===== src/inc/ccr_pkg.sv =====
package ccr_pkg;
    // register offsets
    localparam logic [7:0] CCR_ADDR_OP = 8'h00;
    localparam logic [7:0] CCR_ADDR_CHG = 8'h01;
    localparam logic [7:0] CCR_ADDR_PRE = 8'h02;
    localparam logic [7:0] CCR_ADDR_LIM = 8'h05;
    localparam logic [7:0] CCR_ADDR_STAT = 8'h06;
    localparam logic [7:0] CCR_ADDR_TEST1 = 8'h07;
    localparam logic [7:0] CCR_ADDR_TEST2 = 8'h10;
    // values after reset
    localparam logic [7:0] CCR_OP_RST = 8'hB9;
    localparam logic [7:0] CCR_CHG_RST = 8'hDC;
    localparam logic [7:0] CCR_PRE_RST = 8'h00;
    localparam logic [7:0] CCR_LIM_RST = 8'h00;
    localparam logic [7:0] CCR_STAT_RST = 8'h00;
    // bit positions
    localparam int CCR_OP_OVLO = 7;
    localparam int CCR_OP_BUCK = 6;
    localparam int CCR_OP_CAP = 2;
    localparam int CCR_OP_RES = 1;
    localparam int CCR_CHG_TRKL = 7;
    localparam int CCR_CHG_END = 6;
    localparam int CCR_CHG_WDT = 4;
    localparam int CCR_CHG_BMD = 3;
    localparam int CCR_CHG_FEED = 0;
    localparam int CCR_FLT_BAT = 1;
    localparam int CCR_FLT_WDT = 0;
    // field positions: threshold 7:4, precharge current 2:0, monitor 7:6, limit 4:0
    localparam int CCR_PRE_THR_LSB = 4;
    localparam int CCR_LIM_MON_LSB = 6;
    localparam logic [1:0] CCR_MON_FORBID = 2'h3;
    localparam logic [3:0] CCR_BITS_PER_BYTE = 4'h8;
    localparam logic [3:0] CCR_LAST_TX_BIT = 4'h7;

    typedef enum logic [2:0] {
        CCR_ST_IDLE = 3'b000,
        CCR_ST_ADDR = 3'b001,
        CCR_ST_ADDR_ACK = 3'b010,
        CCR_ST_RX = 3'b011,
        CCR_ST_RX_ACK = 3'b100,
        CCR_ST_TX = 3'b101,
        CCR_ST_TX_ACK = 3'b110
    } ccr_i2c_st_t;

    // configuration seen by the charger core
    typedef struct packed {
        logic overvoltage_lock_enable;
        logic buck_converter_enable;
        logic cap_load_on;
        logic res_load_on;
        logic trickle_phase_enable;
        logic charge_end_enable;
        logic charge_watchdog_enable;
        logic battery_missing_detect_enable;
        logic charge_feed_select;
        logic [3:0] fast_threshold_code;
        logic [2:0] precharge_current_code;
        logic [1:0] monitor_output_select;
        logic [4:0] input_current_limit_code;
        logic input_limit_active;
    } ccr_ctrl_t;

    // state reported by the charger core
    typedef struct packed {
        logic [3:0] phase;
        logic [3:0] fault_evt;
    } ccr_core_t;
endpackage


===== src/rtl/ccr_pin_sync.sv =====
`timescale 1ns/1ns
module ccr_pin_sync
    import ccr_pkg::*;
(
    // clock and reset
    input wire logic mclk,
    input wire logic rst_n,
    // pin and conditioned level
    input wire logic pin,
    output logic level,
    output logic rise,
    output logic fall
);
    typedef struct packed {
        logic s1;
        logic s2;
        logic s3;
    } ccr_sync_t;

    ccr_sync_t q;
    ccr_sync_t d;

    always_comb begin
        d = q;
        d.s1 = pin;
        d.s2 = q.s1;
        d.s3 = q.s2;
    end

    // idle bus is high, so reset to 1 avoids a false start
    always_ff @(posedge mclk or negedge rst_n) begin
        if (!rst_n) begin
            q <= '1;
        end else begin
            q <= d;
        end
    end

    assign level = q.s2;
    assign rise = q.s2 & ~q.s3;
    assign fall = ~q.s2 & q.s3;
endmodule


===== src/rtl/ccr_sticky_flag.sv =====
`timescale 1ns/1ns
module ccr_sticky_flag
    import ccr_pkg::*;
(
    // clock and reset
    input wire logic mclk,
    input wire logic rst_n,
    // set and clear
    input wire logic set,
    input wire logic clr,
    output logic flag
);
    typedef struct packed {
        logic flag;
    } ccr_flag_t;

    ccr_flag_t q;
    ccr_flag_t d;

    // set wins so that an event in the clearing cycle is kept
    always_comb begin
        d = q;
        if (set) begin
            d.flag = 1'b1;
        end else if (clr) begin
            d.flag = 1'b0;
        end
    end

    always_ff @(posedge mclk or negedge rst_n) begin
        if (!rst_n) begin
            q <= '0;
        end else begin
            q <= d;
        end
    end

    assign flag = q.flag;
endmodule


===== src/rtl/ccr_regs.sv =====
`timescale 1ns/1ns
// How it works
// - Operation bit 7 enables overvoltage lockout; resets to one.
// - Operation bit 6 switches the step-down converter on; resets to zero.
// - Operation bit 2: zero follows capacitive switch pin, one forces transistor on.
// - Operation bit 1: zero follows resistive switch pin, one forces transistor on.
// - Charge function bit 7 enables the trickle phase; resets to one.
// - Charge function bit 6 enables ending charge after taper; resets to one.
// - Charge function bit 4 enables the charge watchdog; resets to one.
// - Charge function bit 3 enables battery connection error detection; resets to one.
// - Charge function bit 0 selects charge mode at zero, feed mode at one.
// - Precharge bits 7:4 set the fast-charge threshold, 2.1V to 3.6V.
// - Precharge bits 2:0 set precharge current, 50mA to 400mA.
// - Limit bits 7:6 select the monitor output; code 11 is never used.
// - Limit bits 4:0 set the input overcurrent limit, 100mA steps, resets zero.
// - Status is read-only, resets zero: four phase flags, four fault flags.
// - Fault flags clear when the converter enable bit is set.
// - Writes to the status register are ignored.
// - Input overcurrent limit acts only in the constant-current phase.
module ccr_regs
    import ccr_pkg::*;
#(
    // seven-bit bus address, value arbitrary
    parameter logic [6:0] SLAVE_ADDR = 7'h2A
) (
    // clock and reset
    input wire logic mclk,
    input wire logic rst_n,
    // two-wire bus pins
    input wire logic scl_i,
    input wire logic sda_i,
    output logic sda_o,
    output logic sda_oe,
    // modulation switch pins
    input wire logic cap_switch_input,
    input wire logic res_switch_input,
    // charger core
    input wire ccr_core_t core,
    output ccr_ctrl_t ctrl
);
    typedef struct packed {
        ccr_i2c_st_t st;
        logic [3:0] cnt;
        logic [7:0] sh;
        logic rw;
        logic ptr_phase;
        logic nack;
        logic [7:0] ptr;
        logic sda_oe;
        logic sda_o;
        logic [7:0] op;
        logic [7:0] chg;
        logic [7:0] pre;
        logic [7:0] lim;
        logic [1:0] mon;
        logic [3:0] phase;
        logic cap_on;
        logic res_on;
        logic limit_active;
        logic fault_clr;
    } ccr_main_t;

    ccr_main_t q;
    ccr_main_t d;

    logic scl_lvl;
    logic scl_rise;
    logic scl_fall;
    logic sda_lvl;
    logic sda_rise;
    logic sda_fall;
    logic start_c;
    logic stop_c;
    logic wr_stb;
    logic [3:0] faults;
    logic [3:0] fault_set;
    logic [7:0] rd_byte;

    ccr_pin_sync u_scl (
        .mclk(mclk),
        .rst_n(rst_n),
        .pin(scl_i),
        .level(scl_lvl),
        .rise(scl_rise),
        .fall(scl_fall)
    );

    ccr_pin_sync u_sda (
        .mclk(mclk),
        .rst_n(rst_n),
        .pin(sda_i),
        .level(sda_lvl),
        .rise(sda_rise),
        .fall(sda_fall)
    );

    // detection enables gate the events they govern
    always_comb begin
        fault_set = core.fault_evt;
        fault_set[CCR_FLT_BAT] = core.fault_evt[CCR_FLT_BAT] & q.chg[CCR_CHG_BMD];
        fault_set[CCR_FLT_WDT] = core.fault_evt[CCR_FLT_WDT] & q.chg[CCR_CHG_WDT];
    end

    genvar gi;
    generate
        for (gi = 0; gi < 4; gi++) begin : g_flt
            ccr_sticky_flag u_flag (
                .mclk(mclk),
                .rst_n(rst_n),
                .set(fault_set[gi]),
                .clr(q.fault_clr),
                .flag(faults[gi])
            );
        end
    endgenerate

    // read side of the map; unmapped and test addresses read zero
    always_comb begin
        case (q.ptr)
            CCR_ADDR_OP: rd_byte = q.op;
            CCR_ADDR_CHG: rd_byte = q.chg;
            CCR_ADDR_PRE: rd_byte = q.pre;
            CCR_ADDR_LIM: rd_byte = q.lim;
            CCR_ADDR_STAT: rd_byte = {q.phase, faults};
            default: rd_byte = 8'h00;
        endcase
    end

    assign start_c = sda_fall & scl_lvl;
    assign stop_c = sda_rise & scl_lvl;

    always_comb begin
        d = q;
        d.fault_clr = 1'b0;
        wr_stb = 1'b0;
        d.phase = core.phase;
        d.cap_on = q.op[CCR_OP_CAP] | cap_switch_input;
        d.res_on = q.op[CCR_OP_RES] | res_switch_input;
        // constant-current is the fast phase, and only while the converter runs
        d.limit_active = core.phase[1] & q.op[CCR_OP_BUCK];
        if (start_c) begin
            d.st = CCR_ST_ADDR;
            d.cnt = 4'h0;
            d.sda_oe = 1'b0;
        end else if (stop_c) begin
            d.st = CCR_ST_IDLE;
            d.sda_oe = 1'b0;
        end else begin
            case (q.st)
                CCR_ST_IDLE: begin
                    d.sda_oe = 1'b0;
                end
                CCR_ST_ADDR: begin
                    if (scl_rise) begin
                        d.sh = {q.sh[6:0], sda_lvl};
                        d.cnt = q.cnt + 4'h1;
                    end else if (scl_fall && q.cnt == CCR_BITS_PER_BYTE) begin
                        d.cnt = 4'h0;
                        if (q.sh[7:1] == SLAVE_ADDR) begin
                            d.st = CCR_ST_ADDR_ACK;
                            d.rw = q.sh[0];
                            d.sda_oe = 1'b1;
                        end else begin
                            // not ours: wait for the next start
                            d.st = CCR_ST_IDLE;
                        end
                    end
                end
                CCR_ST_ADDR_ACK: begin
                    if (scl_fall) begin
                        if (q.rw) begin
                            d.st = CCR_ST_TX;
                            d.sh = rd_byte;
                            d.ptr = q.ptr + 8'h01;
                            d.sda_oe = ~rd_byte[7];
                        end else begin
                            d.st = CCR_ST_RX;
                            d.ptr_phase = 1'b1;
                            d.sda_oe = 1'b0;
                        end
                    end
                end
                CCR_ST_RX: begin
                    if (scl_rise) begin
                        d.sh = {q.sh[6:0], sda_lvl};
                        d.cnt = q.cnt + 4'h1;
                    end else if (scl_fall && q.cnt == CCR_BITS_PER_BYTE) begin
                        d.cnt = 4'h0;
                        d.st = CCR_ST_RX_ACK;
                        d.sda_oe = 1'b1;
                        d.ptr_phase = 1'b0;
                        if (q.ptr_phase) begin
                            d.ptr = q.sh;
                        end else begin
                            wr_stb = 1'b1;
                            d.ptr = q.ptr + 8'h01;
                        end
                    end
                end
                CCR_ST_RX_ACK: begin
                    if (scl_fall) begin
                        d.st = CCR_ST_RX;
                        d.sda_oe = 1'b0;
                    end
                end
                CCR_ST_TX: begin
                    if (scl_fall) begin
                        d.cnt = q.cnt + 4'h1;
                        if (q.cnt == CCR_LAST_TX_BIT) begin
                            d.st = CCR_ST_TX_ACK;
                            d.sda_oe = 1'b0;
                            d.cnt = 4'h0;
                        end else begin
                            d.sh = {q.sh[6:0], 1'b0};
                            d.sda_oe = ~q.sh[6];
                        end
                    end
                end
                CCR_ST_TX_ACK: begin
                    if (scl_rise) begin
                        d.nack = sda_lvl;
                    end else if (scl_fall) begin
                        if (q.nack) begin
                            d.st = CCR_ST_IDLE;
                        end else begin
                            d.st = CCR_ST_TX;
                            d.sh = rd_byte;
                            d.ptr = q.ptr + 8'h01;
                            d.sda_oe = ~rd_byte[7];
                        end
                    end
                end
                default: begin
                    d.st = CCR_ST_IDLE;
                    d.sda_oe = 1'b0;
                end
            endcase
        end
        // register writes; fixed bits are stored as sent so read-back shows them
        if (wr_stb) begin
            case (q.ptr)
                CCR_ADDR_OP: begin
                    d.op = q.sh;
                    d.fault_clr = ~q.op[CCR_OP_BUCK] & q.sh[CCR_OP_BUCK];
                end
                CCR_ADDR_CHG: d.chg = q.sh;
                CCR_ADDR_PRE: d.pre = q.sh;
                CCR_ADDR_LIM: begin
                    d.lim = q.sh;
                    // a forbidden monitor code leaves the pin on its last source
                    if (q.sh[7:6] != CCR_MON_FORBID) begin
                        d.mon = q.sh[7:6];
                    end
                end
                default: begin
                    // status and test addresses take no write
                    d.op = q.op;
                end
            endcase
        end
    end

    always_ff @(posedge mclk or negedge rst_n) begin
        if (!rst_n) begin
            q <= '0;
            q.st <= CCR_ST_IDLE;
            q.op <= CCR_OP_RST;
            q.chg <= CCR_CHG_RST;
            q.pre <= CCR_PRE_RST;
            q.lim <= CCR_LIM_RST;
            q.phase <= CCR_STAT_RST[7:4];
        end else begin
            q <= d;
        end
    end

    assign sda_o = q.sda_o;
    assign sda_oe = q.sda_oe;
    assign ctrl.overvoltage_lock_enable = q.op[CCR_OP_OVLO];
    assign ctrl.buck_converter_enable = q.op[CCR_OP_BUCK];
    assign ctrl.cap_load_on = q.cap_on;
    assign ctrl.res_load_on = q.res_on;
    assign ctrl.trickle_phase_enable = q.chg[CCR_CHG_TRKL];
    assign ctrl.charge_end_enable = q.chg[CCR_CHG_END];
    assign ctrl.charge_watchdog_enable = q.chg[CCR_CHG_WDT];
    assign ctrl.battery_missing_detect_enable = q.chg[CCR_CHG_BMD];
    assign ctrl.charge_feed_select = q.chg[CCR_CHG_FEED];
    assign ctrl.fast_threshold_code = q.pre[CCR_PRE_THR_LSB +: 4];
    assign ctrl.precharge_current_code = q.pre[2:0];
    assign ctrl.monitor_output_select = q.mon;
    assign ctrl.input_current_limit_code = q.lim[4:0];
    assign ctrl.input_limit_active = q.limit_active;
endmodule


===== config.mk =====
export PLATFORM = sky130hd
export DESIGN_NAME = ccr_regs
export DESIGN_NICKNAME = d
export VERILOG_FILES = /design/src/inc/ccr_pkg.sv /design/src/rtl/ccr_pin_sync.sv /design/src/rtl/ccr_sticky_flag.sv /design/src/rtl/ccr_regs.sv
export SDC_FILE = /design/constraint.sdc
export NUM_CORES = 1
export LEC_CHECK = 0
export BUFFER_PORTS_ARGS = -buffer_cell sky130_fd_sc_hd__buf_2
export CAP_MARGIN = 20
export CORE_UTILIZATION = 40
export DETAILED_ROUTE_END_ITERATION = 10
export GPL_TIMING_DRIVEN = 1
export SLEW_MARGIN = 5
export SYNTH_ARGS = -nofsm -noshare
export SYNTH_HDL_FRONTEND = slang
export SYNTH_SLANG_ARGS = --single-unit

===== constraint.sdc =====
create_clock -name mclk -period 3.3 [get_ports mclk]
set_clock_uncertainty 0.15 [all_clocks]
set_input_delay 0.165 -clock mclk [delete_from_list [all_inputs] [get_ports mclk]]
set_output_delay 0.165 -clock mclk [all_outputs]
set_load 0.02 [all_outputs]

==> key figures <==
Job
  • Max-Cap Viols: 0

Timing
  • Worst slew pin tran: 913 ps
  • Post-route clock period utilization: 79.6%
  • Unrepaired setup endpoints after global routing: false
  • Headroom to the max-slew limit: 39.1%
  • Max Slew Vio Count: 0
  • Fin Setup TNS: 0 ps
  • Fin crit period: 2630 ps
  • Endpoints failing setup: 0
  • Final hold vios: 0
  • Fmax: 381 MHz
  • Hold Slack: 43.0 ps

Route
  • DR pass1 iterations: 5
  • DRC Markers: 0
  • Total number of vias: 3099
  • 1st-iter DRT viols: 214
  • Post-Route WL: 9830 um
  • Final antenna-violating net count: 0
  • Vias per inst: 5.67
  • Avg WL per Cell: 18.0 um

Critical path
  • Crit-path max cell delay: 560 ps
  • CP required: 3400 ps
  • Setup crit end kind: flip-flop
  • Worst path cell trace: inv_1 > ha_1 > nand3b_4 > or4_4 > nor4_4 > buf_4 > nand3_4 > mux2_4
  • Slowest-stage cell, CP: or4_4
  • CP top delay family: simple AND/OR/NAND/NOR gates
  • Kind of critical path: flip-flop to flip-flop
  • Critical-path maximum fanout: 8
  • Startpoint Class: flip-flop
  • Worst Path Buf+Inv: 2
  • Critical path arrival: 2730 ps

Cells and area
  • Layout cells sized above 1: 34.5%
  • Fin nets: 426
  • Design Area, Final: 0.00479 mm^2
  • Area Overhead vs Synth: 12.7%
  • Fin util: 46.4%
  • Antenna fix cells: 0

CTS
  • Post-CTS sizing: 0
  • CTS max path bufs: 2
  • Clk Latency, worst-skew pair: 360 ps
  • Clock tree sinks: 79
  • TritonCTS Buffers: 9
  • Clk pin slew, worst setup/hold paths: 90 ps
  • CTS root buf: clkbuf_8
  • CTS tree: yes
  • H-tree levels: 3
  • Setup repair bufs after CTS: 0

Floorplan
  • Initial Utilization: 41.2%
  • Top-Level Pins: 40
  • Die height: 105 um
  • Std cell rows: 37
  • Die ar.: 0.0110 mm^2
  • CORE AREA: 0.0103 mm^2
  • DIE WIDTH: 105 um

Power and ir drop
  • Leakage: 2.19 nW
  • Power density over the cells: 431 mW/mm^2
  • Worst VDD drop: 0.343 mV

Place
  • DP HPWL: 6570 um
  • I/O Buffers: 38
  • Placed cell area: 0.00439 mm^2
  • Gp weighted congestion: 0.859

Yosys
  • Ys async rst share: 100%
  • Count of different cell masters after synthesis: 64
  • Net Count, Synth: 395
  • Main area contributors after synthesis: dfrtp_1, mux2_2, dfstp_2, buf_4, a21oi_1
  • Synth area leader: dfrtp_1
  • Synth top area share: 37.1%
  • Top_reg_cell synth: dfrtp_1
  • Yosys reg bits: 79
  • Post-synth EDFFs: 0
  • Syn avg cell area: 11.3 um^2
  • Seq/Total Area, Yosys: 47.0%
  • Yosys warns: 0
  • Cell Area, Synth: 0.00425 mm^2
  • Cells after Synth: 375

Global route
  • Largest net degree at the start of global routing: 80
  • GRT Util Overall: 18.8%
  • First-pass GRT wire length: 16000 um
  • Grt total ovfl: 0
  • Initial antenna violation count: 0
  • Vias in the first global route: 2924

Hold path
  • Hold Crit Class: input port to asynchronous set/reset pin

Run status
  • Outcome: finished, final reports clean
final timing paths:
kind	from	to	slack [ps]	cells past startpoint
max	q[63]	q[16]	670	8
max reg2reg	q[63]	q[16]	670	8
max in group asynchronous	rst_n	u_sda.level	2320	3
min reg2reg	u_scl.d[1]	u_scl.level	210	0
min	rst_n	ctrl[20]	40	2
min in group mclk	u_scl.d[1]	u_scl.level	210	0
placed cells by master (no fill, tap or decap), types with 4 or more instances in the layout:
cell           count
nand2_1           17
dfstp_2           16
clkbuf_8           9
nor3_1            11
dlygate4sd3_1     13
buf_4             11
a221oi_1           8
a22o_1             9
nor4_1             4
nor2_1            19
a222oi_1           7
dfrtp_1           63
ha_1               6
nor2b_1            8
a2bb2oi_1          4
o31ai_1            4
mux2_2            42
o21ai_0           14
buf_2             37
a31oi_1            4
inv_1              7
nand3_1            4
a21oi_1           17
or2_2              5
cell families (layout without fill, tap and decap cells):
family                     after synthesis  count (layout)  share of synthesized area [%]
DFF                                     79              79                           47.0
buffers and inverters                   50              86                           7.74
other                                    1               1                         0.0883
xor gates and xnor gates                 1               1                          0.206
muxes                                   48              48                           12.9
adders and majority gates                6               6                           1.77
and+or+nand+nor                         97              97                           14.1
AOI/OAI and AO/OA                       93              93                           16.2
flip-flops by register name, summed over array words and instances, names as in the netlist:
| register | count |
|---|---|
| q | 44 |
| ctrl | 24 |
| g_flt.u_flag.flag | 4 |
| sda_oe | 1 |
| u_scl.d | 1 |
| u_scl.level | 1 |
| u_scl.q | 1 |
| u_sda.d | 1 |
| u_sda.level | 1 |
| u_sda.q | 1 |
through the flow:
step	cells	setup WS, ps	total power, W
finish	547	673	0.00206
global placement	517	723	0.00118
floorplan	375	598	0.00112
CTS	546	667	0.00208
detailed placement	517	692	0.00119
global route	547	567	0.00215
layout make-up:
| class | instances | area [um^2] |
|---|---|---|
| Clock buffer | 9 | 124 |
| Clock inverter | 7 | 120 |
| Fill cell | 970 | 5530 |
| Inverter | 8 | 30.0 |
| Multi-Input combinational cell | 246 | 1920 |
| Sequential cell | 79 | 2000 |
| Tap cell | 136 | 170 |
| Timing Repair Buffer | 62 | 425 |
report_power, final:
group | switching, W | internal, W | total, W | leakage (nW)
combinational | 0.000100 | 0.0000710 | 0.000171 | 1.05
sequential | 0.0000203 | 0.000990 | 0.00101 | 1.02
clock | 0.000376 | 0.000505 | 0.000881 | 0.120
total | 0.000496 | 0.00157 | 0.00206 | 2.19
metal layers:
layer	GRT usage, %	part of all wire, %	vias to the layer above	wire length, um
li1	-	-	1450	-
met1	27.2	49	1555	4860
met2	27.8	45	84	4390
met3	3.31	4.2	10	416
met4	7.34	1.6	0	156
met5	0	0	-	0
synthesized netlist by cell type, types with 4 or more instances:
cell type / number
a2bb2oi_1: 4
buf_4: 25
nor2b_1: 8
clkbuf_1: 11
a21oi_1: 17
a31oi_1: 4
clkbuf_8: 4
nand2_1: 17
nor4_1: 4
inv_1: 7
a222oi_1: 7
nand3_1: 4
nor2_1: 19
or2_2: 5
o31ai_1: 4
dfrtp_1: 63
a22o_1: 9
dfstp_2: 16
nor3_1: 11
ha_1: 6
a221oi_1: 8
mux2_2: 42
o21ai_0: 14
timing repair:
action	in CTS	in global routing
setup endpoints to repair	0	0
hold buffers	13	0
hold endpoints to repair	76	0
No activity file was read; power rests on OpenSTA's default activity.
